## config.mk

```make
export PLATFORM = sky130hd
export DESIGN_NAME = addr_decoder
export DESIGN_NICKNAME = d
export VERILOG_FILES = /design/src/rtl/addr_decode_pkg.sv /design/src/rtl/pin_sync.sv /design/src/rtl/addr_decoder.sv
export SDC_FILE = /design/constraint.sdc
export NUM_CORES = 1
export LEC_CHECK = 0
export ABC_AREA = 1
export BUFFER_PORTS_ARGS = -buffer_cell sky130_fd_sc_hd__buf_4
export CAP_MARGIN = 10
export CORE_MARGIN = 2
export CORE_UTILIZATION = 40
export CTS_CLUSTER_DIAMETER = 50
export DETAILED_ROUTE_END_ITERATION = 8
export HOLD_SLACK_MARGIN = 0.12
export PLACE_DENSITY = 0.66
export SETUP_SLACK_MARGIN = 0.02
export SYNTH_ARGS = -nofsm -noshare
export SYNTH_HDL_FRONTEND = slang
export SYNTH_HIERARCHICAL = 1
export SYNTH_SLANG_ARGS = --single-unit
export TNS_END_PERCENT = 5
```

## constraint.sdc

```tcl
create_clock -name mclk_i -period 0.9 [get_ports mclk_i]
set_input_delay 0.27 -clock mclk_i [delete_from_list [all_inputs] [get_ports mclk_i]]
set_output_delay 0.27 -clock mclk_i [all_outputs]
set_load 0.05 [all_outputs]
```

## src/rtl/addr_decode_pkg.sv

```systemverilog
// shared constants and carriers of the system address decoder
// assumes one 50 MHz system bus clock and a 32-bit byte address
`default_nettype none

package addr_decode_pkg;

  // ************************************************************
  // address layout
  // ************************************************************
  localparam int          ADDR_W          = 32;      // bus address width
  localparam int          REGION_LSB      = 28;      // top nibble picks a 256 MB region
  localparam int          REGION_W        = 4;       // sixteen regions
  localparam int          NUM_CS          = 8;       // external chip selects
  localparam logic [3:0]  REGION_INT      = 4'h0;    // internal memories
  localparam logic [3:0]  REGION_CS_FIRST = 4'h1;    // drives chip select zero
  localparam logic [3:0]  REGION_CS_LAST  = 4'h8;    // drives chip select seven
  localparam logic [3:0]  REGION_PERIPH   = 4'hF;    // peripheral bus bridge

  // ************************************************************
  // second level decode inside region zero (1 MB blocks)
  // ************************************************************
  localparam int          BLK_LSB         = 20;      // 1 MB granularity
  localparam int          BLK_W           = 8;       // blocks in a 256 MB region
  localparam logic [7:0]  BLK_ALIAS       = 8'h00;   // remappable block at zero
  localparam logic [7:0]  BLK_ROM         = 8'h01;   // fixed rom base 0x10_0000
  localparam logic [7:0]  BLK_SRAM        = 8'h02;   // fixed sram base 0x20_0000
  localparam logic [7:0]  BLK_USBH        = 8'h03;   // usb host regs 0x30_0000
  localparam int          SRAM_BYTES      = 16384;   // internal sram size
  localparam int          ROM_BYTES       = 131072;  // internal rom size

  // ************************************************************
  // reset values
  // ************************************************************
  localparam logic        RST_REMAPPED    = 1'b0;    // no remap after reset
  localparam logic        RST_BOOT_ROM    = 1'b0;    // rom alias off until latched
  localparam logic [1:0]  RST_SYNC        = 2'h0;    // boot pin synchroniser

  // boot pin capture sequence after reset release
  typedef enum logic [1:0] {
    BOOT_WAIT  = 2'b00,  // first edge after release
    BOOT_FILL  = 2'b01,  // synchroniser filling
    BOOT_LATCH = 2'b10,  // take the synchronised level
    BOOT_DONE  = 2'b11   // level held until next reset
  } boot_state_e;

  // access request from a bus master
  typedef struct packed {
    logic              valid;  // request present this cycle
    logic [ADDR_W-1:0] addr;   // byte address
  } bus_req_s;

  // registered routing answer
  typedef struct packed {
    logic              valid;    // answer for one request
    logic [NUM_CS-1:0] ext_cs;   // one-hot external chip select
    logic              sram;     // internal sram selected
    logic              rom;      // internal rom selected
    logic              usbh;     // usb host registers selected
    logic              periph;   // peripheral bridge selected
    logic              abort;    // unmapped access
    logic [ADDR_W-1:0] addr;     // address passed to the target
  } route_s;

endpackage

`default_nettype wire

```

## src/rtl/pin_sync.sv

```systemverilog
// two flip-flop synchroniser for a level from a pin
// assumes the level changes slowly against the clock
`default_nettype none

module pin_sync
  import addr_decode_pkg::*;
(
  // clock and reset
  input  wire logic mclk_i,
  input  wire logic resetn_i,
  input  wire logic ce_i,
  // level
  input  wire logic pin_i,
  output logic      level_o
);

  // ************************************************************
  // synchroniser stages
  // ************************************************************
  logic [1:0] sync_q;  // [0] is only read by [1]

  // stage zero feeds stage one and nothing else
  always_ff @(posedge mclk_i or negedge resetn_i) begin
    if (!resetn_i) begin
      sync_q <= RST_SYNC;
    end else if (ce_i) begin
      sync_q <= {sync_q[0], pin_i};
    end
  end

  assign level_o = sync_q[1];

endmodule

`default_nettype wire

```

## src/rtl/addr_decoder.sv

```systemverilog
// first level system bus address decoder with boot remap
// assumes requests and remap command come from logic on mclk_i,
// and the boot select level comes from a pin
`default_nettype none

module addr_decoder
  import addr_decode_pkg::*;
(
  // clock and reset
  input  wire logic     mclk_i,
  input  wire logic     resetn_i,
  input  wire logic     ce_i,
  // bus master side
  input  wire bus_req_s req_i,
  input  wire logic     remap_cmd_i,
  // boot strap pin
  input  wire logic     boot_select_pin_i,
  // target side
  output route_s        route_o,
  // status
  output logic          remapped_o,
  output logic          boot_rom_o
);

  // ************************************************************
  // state
  // ************************************************************
  typedef struct packed {
    boot_state_e boot_st;   // capture sequence of the strap
    logic        boot_rom;  // latched boot select level
    logic        remapped;  // remap command seen
    route_s      route;     // registered answer
  } dec_state_s;

  dec_state_s state_q;  // all flops of this module
  dec_state_s state_d;  // next value
  logic       boot_lvl; // synchronised boot select

  // ************************************************************
  // boot pin synchroniser
  // ************************************************************
  pin_sync u_boot_sync (
    .mclk_i   (mclk_i),
    .resetn_i (resetn_i),
    .ce_i     (ce_i),
    .pin_i    (boot_select_pin_i),
    .level_o  (boot_lvl)
  );

  // ************************************************************
  // decode
  // ************************************************************
  logic [REGION_W-1:0] region;  // top nibble
  logic [BLK_W-1:0]    blk;     // 1 MB block in region zero

  assign region = req_i.addr[REGION_LSB +: REGION_W];
  assign blk    = req_i.addr[BLK_LSB +: BLK_W];

  // next state: boot capture, remap flag, one routing answer
  always_comb begin
    state_d             = state_q;
    state_d.route       = '0;
    state_d.route.valid = req_i.valid;
    state_d.route.addr  = req_i.addr;

    // strap capture waits until the synchroniser holds the pin
    unique case (state_q.boot_st)
      BOOT_WAIT:  state_d.boot_st = BOOT_FILL;
      BOOT_FILL:  state_d.boot_st = BOOT_LATCH;
      BOOT_LATCH: begin
        state_d.boot_st  = BOOT_DONE;
        state_d.boot_rom = boot_lvl;
      end
      BOOT_DONE:  state_d.boot_st = BOOT_DONE;
    endcase

    // sticky until reset; a second command changes nothing
    if (remap_cmd_i) begin
      state_d.remapped = 1'b1;
    end

    if (req_i.valid) begin
      if (region == REGION_INT) begin
        // second level decode of the internal area
        unique case (blk)
          BLK_ALIAS: begin
            // map uses the state before this cycle's remap command
            if (state_q.remapped) begin
              state_d.route.sram = 1'b1;
            end else if (state_q.boot_rom) begin
              state_d.route.rom = 1'b1;
            end else begin
              state_d.route.abort = 1'b1;
            end
          end
          BLK_ROM:  state_d.route.rom  = 1'b1;
          BLK_SRAM: state_d.route.sram = 1'b1;
          BLK_USBH: state_d.route.usbh = 1'b1;
          default:  state_d.route.abort = 1'b1; // empty internal block
        endcase
      end else if (region >= REGION_CS_FIRST && region <= REGION_CS_LAST) begin
        // region n drives chip select n-1
        state_d.route.ext_cs = NUM_CS'(1) << (region - REGION_CS_FIRST);
      end else if (region == REGION_PERIPH) begin
        state_d.route.periph = 1'b1;
      end else begin
        state_d.route.abort = 1'b1;
      end
    end
  end

  // ************************************************************
  // registers
  // ************************************************************
  // clock enable freezes everything, the answer included
  always_ff @(posedge mclk_i or negedge resetn_i) begin
    if (!resetn_i) begin
      state_q.boot_st  <= BOOT_WAIT;
      state_q.boot_rom <= RST_BOOT_ROM;
      state_q.remapped <= RST_REMAPPED;
      state_q.route    <= '0;
    end else if (ce_i) begin
      state_q <= state_d;
    end
  end

  assign route_o    = state_q.route;
  assign remapped_o = state_q.remapped;
  assign boot_rom_o = state_q.boot_rom;

  logic [4:0] sel_cnt;  // number of targets in the answer
  assign sel_cnt = 5'($countones(route_o.ext_cs)) + 5'(route_o.sram) + 5'(route_o.rom)
                 + 5'(route_o.usbh) + 5'(route_o.periph) + 5'(route_o.abort);
endmodule

`default_nettype wire

```

**Yosys cells after proc, flatten, opt, wreduce, memory -nomap -nowiden**

Index checks and enable logic that the tools add are counted.

- Bits in registers: 52
- Output and inout port bits: 48
- Bits of input ports: 38
- Word-level logic and storage cells: 50

- $lt $le $gt $ge: 2
- Add/sub/neg operators: 1
- Mux-type cells: 19
- Shifts and indexed selects: 1
- Reductions and logical operators: 8
- Equality and inequality tests: 7

Operators with widths:

| operator | count |
|---|---|
| == test 8 x 2 -> 1 bit, second input constant | 2 |
| 2-to-1 mux 8 bit | 2 |
| 2-to-1 mux 13 bit | 1 |
| 2-to-1 mux 1 bit | 10 |
| == test 8 x 1 -> 1 bit, second input constant | 1 |
| logical NOT 8 bit | 1 |
| left shift 1 x 4 -> 8 bit, first input constant | 1 |
| one-hot mux 1 bit (2 select lines) | 3 |
| one-hot mux 2 bit (3 select lines) | 1 |
| == test 2 bit, second input constant | 2 |
| == test 4 bit, second input constant | 1 |
| >= comparator 4 x 1 -> 1 bit, second input constant | 1 |
| less-or-equal comparator 4 bit, second input constant | 1 |
| logical NOT 4 bit | 1 |
| AND reduction 2 bit | 2 |
| subtractor 4 x 1 -> 4 bit, second input constant | 1 |
| 2-to-1 mux 3 bit | 1 |
| OR reduction 3 bit | 1 |
| == test 2 x 1 -> 1 bit, second input constant | 1 |
| logical NOT 2 bit | 1 |
| 2-to-1 mux 2 bit | 1 |
| OR reduction 2 bit | 1 |
| logical AND 1 bit | 1 |

**Depth between registers and ports, before layout**

Gate-level depths: netlist (run 1).

- Depth after elaboration: 5
- Depth in mapped cells: 7
- Mapped depth without buffers: 7

**Hierarchy**

Netlist (run 1), hierarchy kept.

By module, submodules not included:

| module | seq. area each (sq um) | times used | area each (sq um) | cells each |
|---|---|---|---|---|
| addr_decoder | 1251.2 | 1 | 2362.3 | 272 |
| pin_sync | 50.0 | 1 | 76.3 | 9 |

**Worst setup path after synthesis (run 1)**

No wires, ideal clock.

- Kind: register to register
- From: register state_q, in the netlist remapped_o
- To: register state_q, in the netlist route_o[32]
- Arrival time: 1.068 ns
- Path buffers: 0
- Cell stages (with the launch flop): 8
- Clock period less this slack: 1.186 ns
- Data required time: 0.783 ns
- Path slack: -0.286 ns
- Cells stage by stage: dfrtp_1 -> inv_1 -> nand2_1 -> nor2_1 -> nor2_1 -> nand2_1 -> nand3_1 -> nand2_1

- Cells in the longest elaborated chain, start to end: 4

Ends and longest elaborated chain:

| element | RTL line | text |
|---|---|---|
| start: declaration | addr_decoder.sv:35 | `dec_state_s state_q;` |
| start signal: assignment | addr_decoder.sv:123 | `state_q <= state_d;` |
| 2-to-1 mux 1 bit | addr_decoder.sv:88 | `if (state_q.remapped) begin` |
| one-hot mux 1 bit (2 select lines) | addr_decoder.sv:85 | `unique case (blk)` |
| 2-to-1 mux 1 bit | addr_decoder.sv:83 | `if (region == REGION_INT) begin` |
| 2-to-1 mux 13 bit | addr_decoder.sv:82 | `if (req_i.valid) begin` |

No other way between the ends.
A chain may end at the register's enable or synchronous reset.

**Worst setup path after layout (run 1)**

- From: register state_q, in the netlist remapped_o
- To: output port remapped_o

RTL lines:

| element | RTL line | text |
|---|---|---|
| end: declaration | addr_decoder.sv:21 | `output logic remapped_o,` |

No word-level cell between the ends.

==> results.md, run 1 <==
* Commonest cells after routing, fill and taps aside: 121 x nand2_1, 50 x dfrtp_1, 49 x buf_4, 49 x buf_6, 9 x o21ai_0
* Post-Synth XOR/XNOR Area at 0
* Port Buffers at 85
* Inst Count DP at 399
* Total GRT Usage at 0.159
* Hold Startpoint: req_i[19]
* Failing checks: setup timing
* FMAX at 864 MHz
* Register area at 1300 um2
* Area of the multi-input gates at 699 um2
* Minimum clock period after layout at 1160 ps
* Clock Sinks at 52
* Maximum fanout along the worst path at 2
* Initial drt markers at 54
* Die area at 6740 um2
* Status: finished with violations
* CTS clock-pin slew for the worst setup and hold paths at 90 ps
* Initial Util at 0.412
* Vias in the first global route at 1823
* Worst Path Arrival at 890 ps
* First-pass GRT wire length at 8140 um
* Post-Syn Area per Cell at 8.68 um2
* Share of cells above drive strength 1 at 0.364
* Overflow after GRT at 0
* Finished Layout Cells at 410
* Worst clock skew at 5.24 ps
* Crit path cell chain: buf_6
* Mapped Area at 2440 um2
* Critical path class: reg2out
* WHS at 167 ps
* Top delay family on crit path: flip-flops
* Via density at 4.47
* Pin count of the biggest net entering global routing at 37
* Ant. Diodes at 0
* Detailed Route WL at 4840 um
* Final hold violation count at 0
* Slew Viols, Final at 0
* Yosys reg bits at 52
* Die width at 82.1 um
* Core area at 5920 um2
* First-pass DRT Iterations at 4
* Yosys Warn Count at 6
* Final period util at 1.29
* Skew-Pair Late Insertion Delay at 290 ps
* TritonCTS buffer count at 5
* RSZ-0062 raised after global routing: yes
* Slew margin rel. at 0.827
* Register-to-Register Path Depth at 8
* Compound-gate portion of the synthesized area at 0.0534
* Worst Path Required at 630 ps
* CTS tree: done
* DRC at 0
* Bufs and invs on worst path at 1
* Via count at 1831
* Worst Setup Start Kind: flop
* CTS root buffer: clkbuf_8
* Pleak at 1.69 nW
* H-tree levels at 2
* Gpl congestion at 0.777
* Pwr Density at 1690 nW/um2
* Worst path slowest cell: dfrtp_2
* Hold endpoint: route_o[19]
* Synth Instances at 281
* Fillers at 573
* Largest family of logic cells by synthesized area: simple AND/OR/NAND/NOR gates
* Synth cell types at 21
* Worst vdd ir at 1000 uV
* Worst setup margin at -257 ps
* Worst Tran Pin Value at 259 ps
* Max Cap Viol at 0
* Reg2reg end: route_o[32]
* Crit end category: output pin
* WP depth at 1
* Leading cell type in the layout, fill and taps excluded: nand2_1
* R2R Path Start: boot_rom_o
* # nets final at 372
* Top Ports at 86
* Final setup viols at 49
* Mux cell area share after synthesis at 0
* Sequential share of the synthesized area at 0.534
* Synth-to-Final Area Change at 32.2%
* Site row count at 28
* DP Worst Slack at -258 ps
* Synth Area in Adders at 0
* Clock buffer depth at 2
* WL per Instance at 11.8 um
* Syn_nets at 319
* Die height at 82.1 um
* Worst Hold Class: in2reg
* Simple-gate share of the synthesized area at 0.230
* HPWL after detailed placement at 3640 um
* Max stage delay on crit path at 430 ps
* Initial antenna violation count at 0
* Reg2reg setup slack at -130 ps
* Hold depth at 3
* ANT nets after route at 0
==> power breakdown <==
| part | total, W | switching (W) | internal [W] | leakage (nW) |
|---|---|---|---|---|
| registers | 0.00262 | 0.000120 | 0.00250 | 0.645 |
| logic | 0.00148 | 0.000918 | 0.000563 | 1.00 |
| clock network | 0.00134 | 0.000711 | 0.000629 | 0.0455 |
==> cell usage after synthesis (all sizes together) <==
cell type  number  area share
nand2         124        0.19
o21bai          1      0.0031
nor2            9       0.018
o21ai          13       0.027
nand3           6       0.014
or2             1      0.0026
inv            10       0.015
a21oi           1      0.0021
buf            56        0.17
clkinv          1      0.0021
o31ai           7       0.022
dfrtp          52        0.53
==> worst max-delay path by stage <==
stage | start | endpoint | slack, ps
5_1_grt | remapped_o | remapped_o | -290
4_1_cts | boot_rom_o | boot_rom_o | -270
6_report | remapped_o | remapped_o | -260
3_3_place_gp | req_i[23] | route_o[35] | -230
2_1_floorplan | remapped_o | route_o[32] | -100
3_5_place_dp | req_i[23] | route_o[34] | -260
==> area by class of cell <==
class,count,area share
Clock buffer,8,0.0279
Sequential cell,52,0.404
Multi-Input combinational cell,162,0.217
Timing Repair Buffer,102,0.307
Inverter,11,0.0147
Tap cell,75,0.0291
==> metal layers <==
layer  up-vias  track usage  share of wire
li1        927            -              -
met1       841        0.203           0.45
met2        54        0.267           0.47
met3         9       0.0374          0.056
met4         0       0.0500          0.018
met5         -            0              0
==> cell families after synthesis <==
logic type / Yosys count
DFF: 52
buffers and inverters: 67
AOI/OAI and AO/OA: 22
and+or+nand+nor: 140
==> flip-flops by register name, summed over array words and instances (netlist names) <==
register	cells
route_o	46
state_q	2
u_boot_sync/sync_q	2
boot_rom_o	1
remapped_o	1
==> stage by stage <==
step	total power, W	utilization	TNS (ps)	area, um2
2_1_floorplan	0.00366	-	-147	2440
3_3_place_gp	0.00399	0.492	-1370	2910
3_5_place_dp	0.00401	0.492	-1700	2910
4_1_cts	0.00551	0.542	-11560	3210
5_1_grt	0.00573	0.545	-12940	3220
6_report	0.00544	0.545	-10890	3220
==> what timing repair did <==
| item | CTS | global route |
|---|---|---|
| hold buffers | 1 | 0 |
| setup buffers | 1 | 1 |
| hold endpoints to repair | 52 | 0 |
| pin swaps | 3 | 2 |
| endpoints found under the setup margin | 49 | 53 |
| resized for setup | 51 | 4 |
(Power assumes the default switching activity.)
==> run 2: changes to the inputs <==
Settings changed: CORE_MARGIN 2 to 1, CORE_UTILIZATION 40 to 45, PLACE_DENSITY 0.66 to 0.73, SYNTH_HIERARCHICAL 1 to default.
==> run 2 against run 1 <==
The run still ends with setup timing left. First-iteration DRC count is 70% higher. Final area is 0.27% lower. Clock skew is 3.2 ps lower. Critical path type unchanged. Highest routed layer unchanged.
==> results.md, run 2 <==
* Setup TNS at -11210 ps
* Worst path slowest cell: dfrtp_1
* Total GRT Usage at 0.181
* Minimum clock period after layout at 1150 ps
* Synth top area share at 0.535
* Initial Util at 0.470
* Synth area leader: dfrtp_1
* H-tree levels at 2
* Worst Path Required at 630 ps
* Share of cells above drive strength 1 at 0.368
* Synth cell types at 19
* Skew-Pair Late Insertion Delay at 300 ps
* Port Buffers at 85
* Sequential share of the synthesized area at 0.535
* Worst Hold Class: in2reg
* Synth cell count leaders: 121 x nand2_1, 52 x dfrtp_1, 47 x buf_4, 12 x o21ai_0, 9 x inv_1
* DP Worst Slack at -222 ps
* Overflow after GRT at 0
* Syn_nets at 318
* Worst setup margin at -252 ps
* Die area at 5710 um2
* WL per Instance at 12.0 um
* Ys async rst share at 1.00
* Gpl congestion at 0.705
* Bufs and invs on worst path at 1
* CTS tree: done
* Worst vdd ir at 726 uV
* Detailed Route WL at 4870 um
* Inst Count DP at 395
* Vias in the first global route at 1729
* Initial antenna violation count at 0
* Worst Tran Pin Value at 295 ps
* Crit end category: output pin
* Site row count at 26
* Pwr Density at 1700 nW/um2
* CTS clock-pin slew for the worst setup and hold paths at 90 ps
* Final setup viols at 50
* Status: finished with violations
* Pin count of the biggest net entering global routing at 53
* HPWL after detailed placement at 3400 um
* TritonCTS buffer count at 5
* Final period util at 1.28
* Max Cap Viol at 0
* Fillers at 451
* CTS root buffer: clkbuf_8
* Leading cell type in the layout, fill and taps excluded: nand2_1
* Most common cell in the netlist: nand2_1
* Yosys reg bits at 52
* Synth Instances at 280
* Top delay family on crit path: flip-flops
* Synth-to-Final Area Change at 32.1%
* Max stage delay on crit path at 420 ps
* Worst clock skew at 2.05 ps
* Net switching power at 0.00178 W
* Slew margin rel. at 0.804
* Max reg flops at 46
* Finished Layout Cells at 407
* Synth Flop Type: dfrtp_1
* Post-synth EDFFs at 0
* # nets final at 374
* Seq pwr share at 0.479
* First-pass GRT wire length at 7660 um
* Top Ports at 86
* First-pass DRT Iterations at 4
* Post-Syn Area per Cell at 8.69 um2
* DP Area at 2910 um2
* Maximum fanout along the worst path at 2
* Commonest cells after routing, fill and taps aside: 120 x nand2_1, 54 x buf_4, 50 x dfrtp_1, 48 x buf_6, 10 x o21ai_0
* Core area at 5170 um2
* Final hold violation count at 0
* Ant. Diodes at 0
* Worst Setup Start Kind: flop
* Via count at 1823
* Synth area leaders: dfrtp_1 53%, nand2_1 19%, buf_4 14%
* Die height at 75.5 um
* Clock buffer depth at 2
* Slew Viols, Final at 0
* Yosys Warn Count at 0
* Internal power at 0.00368 W
* Comb pwr share at 0.268
* FMAX at 868 MHz
* Clock Sinks at 52
* Critical path class: reg2out
* Clock power share at 0.254
* Switching power share of the total at 0.326
* ANT nets after route at 0
* Failing checks: setup timing
* Crit path cell chain: buf_6
* DRC at 0
* Initial drt markers at 92
* Pleak at 1.69 nW
* Die width at 75.5 um
* Via density at 4.48
* Mapped Area at 2430 um2
* Finished layout cell area at 3220 um2
* RSZ-0062 raised after global routing: yes
* Worst Path Arrival at 880 ps
run 2: changes by cell type after synthesis:
cell     delta
nor2_2      -1
o21ai_0     +2
a21oi_1     -1
nand2_1     -1
run 2: worst paths after layout:
| kind | from | to | slack (ps) | cells after the start |
|---|---|---|---|---|
| worst min register to register | u_boot_sync.sync_q[0] | u_boot_sync.sync_q[0] | 480 | 2 |
| max in group asynchronous | resetn_i | boot_rom_o | 160 | 3 |
| worst max-delay path | route_o[40] | route_o[40] | -250 | 1 |
| worst min-delay path | remap_cmd_i | remapped_o | 160 | 3 |
| min in group asynchronous | resetn_i | route_o[17] | 460 | 3 |
| worst max register to register | remapped_o | route_o[32] | -130 | 8 |
run 2: per-layer routing:
| layer | part of all wire | global-route usage | vias to the layer above | wire length [um] |
|---|---|---|---|---|
| li1 | - | - | 934 | - |
| met2 | 0.52 | 0.329 | 47 | 2530 |
| met1 | 0.43 | 0.210 | 836 | 2090 |
| met4 | 0.015 | 0.0679 | 0 | 72 |
| met3 | 0.036 | 0.0397 | 6 | 176 |
| met5 | 0 | 0 | - | 0 |
run 2: kinds of logic (layout without fill, tap and decap cells):
group                  Yosys count  count (layout)  share of synthesized area
flip-flops                      52              52                      0.535
AND/OR/NAND/NOR                138             138                      0.226
AO/OA/AOI/OAI                   23              23                     0.0555
buffers and inverters           67             124                      0.184
run 2: per-stage QoR:
| stage | util | power, W | hold slack [ps] |
|---|---|---|---|
| floorplan | - | 0.00365 | -25.6 |
| global placement | 0.562 | 0.00397 | 268 |
| CTS | 0.619 | 0.00553 | 145 |
| finish | 0.622 | 0.00546 | 159 |
| global route | 0.622 | 0.00573 | 160 |
| detailed placement | 0.562 | 0.00399 | 277 |
run 2: cell type report:
cell class	count	area [um2]	share of cell area
Sequential cell	52	1300	0.405
Multi-Input combinational cell	161	692	0.215
Timing Repair Buffer	105	996	0.310
Clock inverter	1	7.51	0.00233
Clock buffer	7	86.3	0.0268
Tap cell	70	87.6	0.0272
Inverter	11	42.5	0.0132
run 2: what timing repair did:
action	CTS	global route
endpoints found under the hold margin	52	0
buffers inserted	2	1
hold buffers	1	0
setup endpoints to repair	49	52
pin swaps	4	0
resized for setup	49	3
run 2: power groups by stage:
| stage | Sequential [W] | Combinational (W) | Clock [W] |
|---|---|---|---|
| 6_report | 0.00262 | 0.00146 | 0.00139 |
| 3_5_place_dp | 0.00263 | 0.00135 | 0 |
| 5_1_grt | 0.00264 | 0.00157 | 0.00152 |
| 2_1_floorplan | 0.00265 | 0.00100 | 0 |
| 3_3_place_gp | 0.00263 | 0.00134 | 0 |
| 4_1_cts | 0.00262 | 0.00147 | 0.00144 |
run 2: worst min-delay path: stages:
cell     delay (ps)
buf_4            70
nand2_1          40
nand2_1          40
==> run 3: changes to the inputs <==
Settings changed: BUFFER_PORTS_ARGS -buffer_cell sky130_fd_sc_hd__buf_4 to default, DONT_BUFFER_PORTS from default to 1, PLACE_DENSITY 0.73 to 0.6.
==> run 3 against run 2 <==
The flow finishes with violations (hold timing, setup timing). Die area is the same. Combinational power fell by 47%. Sequential share of layout area is 4.4 points higher. Setup slack better by 1.1 ps. Core utilization fell by 4.4 points. Clock-buffer cell count up 1. Maximum frequency hardly changed. First-iteration DRC count fell by 20%. Sequential power up 16%. Largest cell class unchanged.
==> results.md, run 3 (same netlist as run 2, synthesis figures left out) <==
* Status: finished with violations
* Failing checks: hold timing, setup timing
* Worst Path Arrival at 880 ps
* Worst path slowest cell: dfrtp_2
* Die width at 75.5 um
* First-pass DRT Iterations at 4
* Fillers at 460
* Max reg flops at 46
* Ant. Diodes at 0
* CTS clock-pin slew for the worst setup and hold paths at 90 ps
* WL per Instance at 12.5 um
* Clock buffer depth at 2
* HPWL after detailed placement at 2840 um
* Internal power at 0.00354 W
* Setup TNS at -10290 ps
* Crit path cell chain: buf_12
* Finished layout cell area at 2990 um2
* Skew-Pair Late Insertion Delay at 290 ps
* Initial drt markers at 74
* DP Area at 2480 um2
* Share of cells above drive strength 1 at 0.247
* DRC at 0
* Worst Hold Class: in2async
* Overflow after GRT at 0
* Detailed Route WL at 4480 um
* Net switching power at 0.00159 W
* Maximum fanout along the worst path at 2
* Top delay family on crit path: flip-flops
* Initial Util at 0.470
* Post-CTS Hold Fix Bufs at 34
* CTS root buffer: clkbuf_8
* Pleak at 1.38 nW
* Final setup viols at 49
* Via count at 1677
* Register area at 1340 um2
* # nets final at 325
* Vias in the first global route at 1686
* Core area at 5170 um2
* FMAX at 869 MHz
* Minimum clock period after layout at 1150 ps
* Final period util at 1.28
* Switching power share of the total at 0.310
* Comb pwr share at 0.150
* Bufs and invs on worst path at 1
* Crit end category: output pin
* Die height at 75.5 um
* Seq pwr share at 0.590
* Gpl congestion at 0.715
* CTS tree: done
* Top Ports at 86
* Synth-to-Final Area Change at 22.7%
* First-pass GRT wire length at 7460 um
* Max stage delay on crit path at 430 ps
* Clock power share at 0.259
* Via density at 4.68
* Worst setup margin at -251 ps
* Pwr Density at 1720 nW/um2
* Initial antenna violation count at 0
* TritonCTS buffer count at 5
* Worst clock skew at 3.56 ps
* Worst Path Required at 630 ps
* Worst Setup Start Kind: flop
* Critical path class: reg2out
* H-tree levels at 2
* Clock Sinks at 52
* Max Cap Viol at 0
* Port Buffers at 0
* Worst Tran Pin Value at 278 ps
* Commonest cells after routing, fill and taps aside: 120 x nand2_1, 33 x dfrtp_2, 33 x dlygate4sd3_1, 19 x dfrtp_1, 17 x buf_12
* Die area at 5710 um2
* WHS at -344 ps
* Final hold violation count at 52
* Final Core Density at 0.577
* Pin count of the biggest net entering global routing at 53
* Site row count at 26
* Slew Viols, Final at 0
* Slew margin rel. at 0.814
* Total GRT Usage at 0.177
* RSZ-0062 raised after global routing: yes
* Worst vdd ir at 1020 uV
* Leading cell type in the layout, fill and taps excluded: nand2_1
* Area of the multi-input gates at 693 um2
* ANT nets after route at 0
run 3: changes by cell type in the layout (fill, tap and decap cells not counted), sizes merged:
cell	delta
dlymetal6s4s	+1
clkbuf	+1
dlygate4sd3	+32
buf	-82
clkinvlp	-1
run 3: per-layer routing:
layer  track usage  part of all wire  wire, um  vias up
met5             0                 0         0        -
met4        0.0679             0.015        67        0
met3        0.0463             0.051       227        6
met2         0.306              0.51      2270       49
met1         0.212              0.43      1920      789
li1              -                 -         -      833
run 3: area by class of cell:
type | count | area share
multi-input combinational | 161 | 0.232
inverter | 11 | 0.0151
timing repair buffer | 56 | 0.244
sequential | 52 | 0.450
tap | 70 | 0.0293
clock buffer | 8 | 0.0302
run 3: final timing paths:
check / start / to / slack (ps) / depth (start not counted)
worst max register to register: boot_rom_o / route_o[32] / -130 / 8
worst max-delay path: boot_rom_o / boot_rom_o / -250 / 1
worst min register to register: u_boot_sync.sync_q[0] / u_boot_sync.sync_q[0] / 500 / 2
min in group mclk_i: ce_i / state_q[48] / 60 / 1
worst min-delay path: resetn_i / route_o[14] / -340 / 0
max in group asynchronous: resetn_i / route_o[43] / 1150 / 0
run 3: timing repair:
item / 4_1_cts / 5_1_grt
endpoints found under the hold margin: 89 / 64
resized for setup: 33 / 4
setup endpoints to repair: 63 / 56
pin swaps: 2 / 4
buffers inserted: 2 / 1
gates cloned: 0 / 0
run 3: power by group through the flow:
| stage | clock [W] | sequential [W] | combinational [W] |
|---|---|---|---|
| 2_1_floorplan | 0 | 0.00265 | 0.00100 |
| 3_5_place_dp | 0 | 0.00306 | 0.000632 |
| 6_report | 0.00133 | 0.00303 | 0.000772 |
| 5_1_grt | 0.00146 | 0.00305 | 0.000851 |
| 4_1_cts | 0.00140 | 0.00303 | 0.000767 |
| 3_3_place_gp | 0 | 0.00305 | 0.000626 |
run 3: through the flow:
stage	worst slack, ps	power [W]	std cells
floorplan	-102	0.00365	280
global placement	-84.0	0.00368	313
detailed placement	-95.3	0.00369	313
global route	-286	0.00536	358
finish	-251	0.00513	358
CTS	-269	0.00521	357
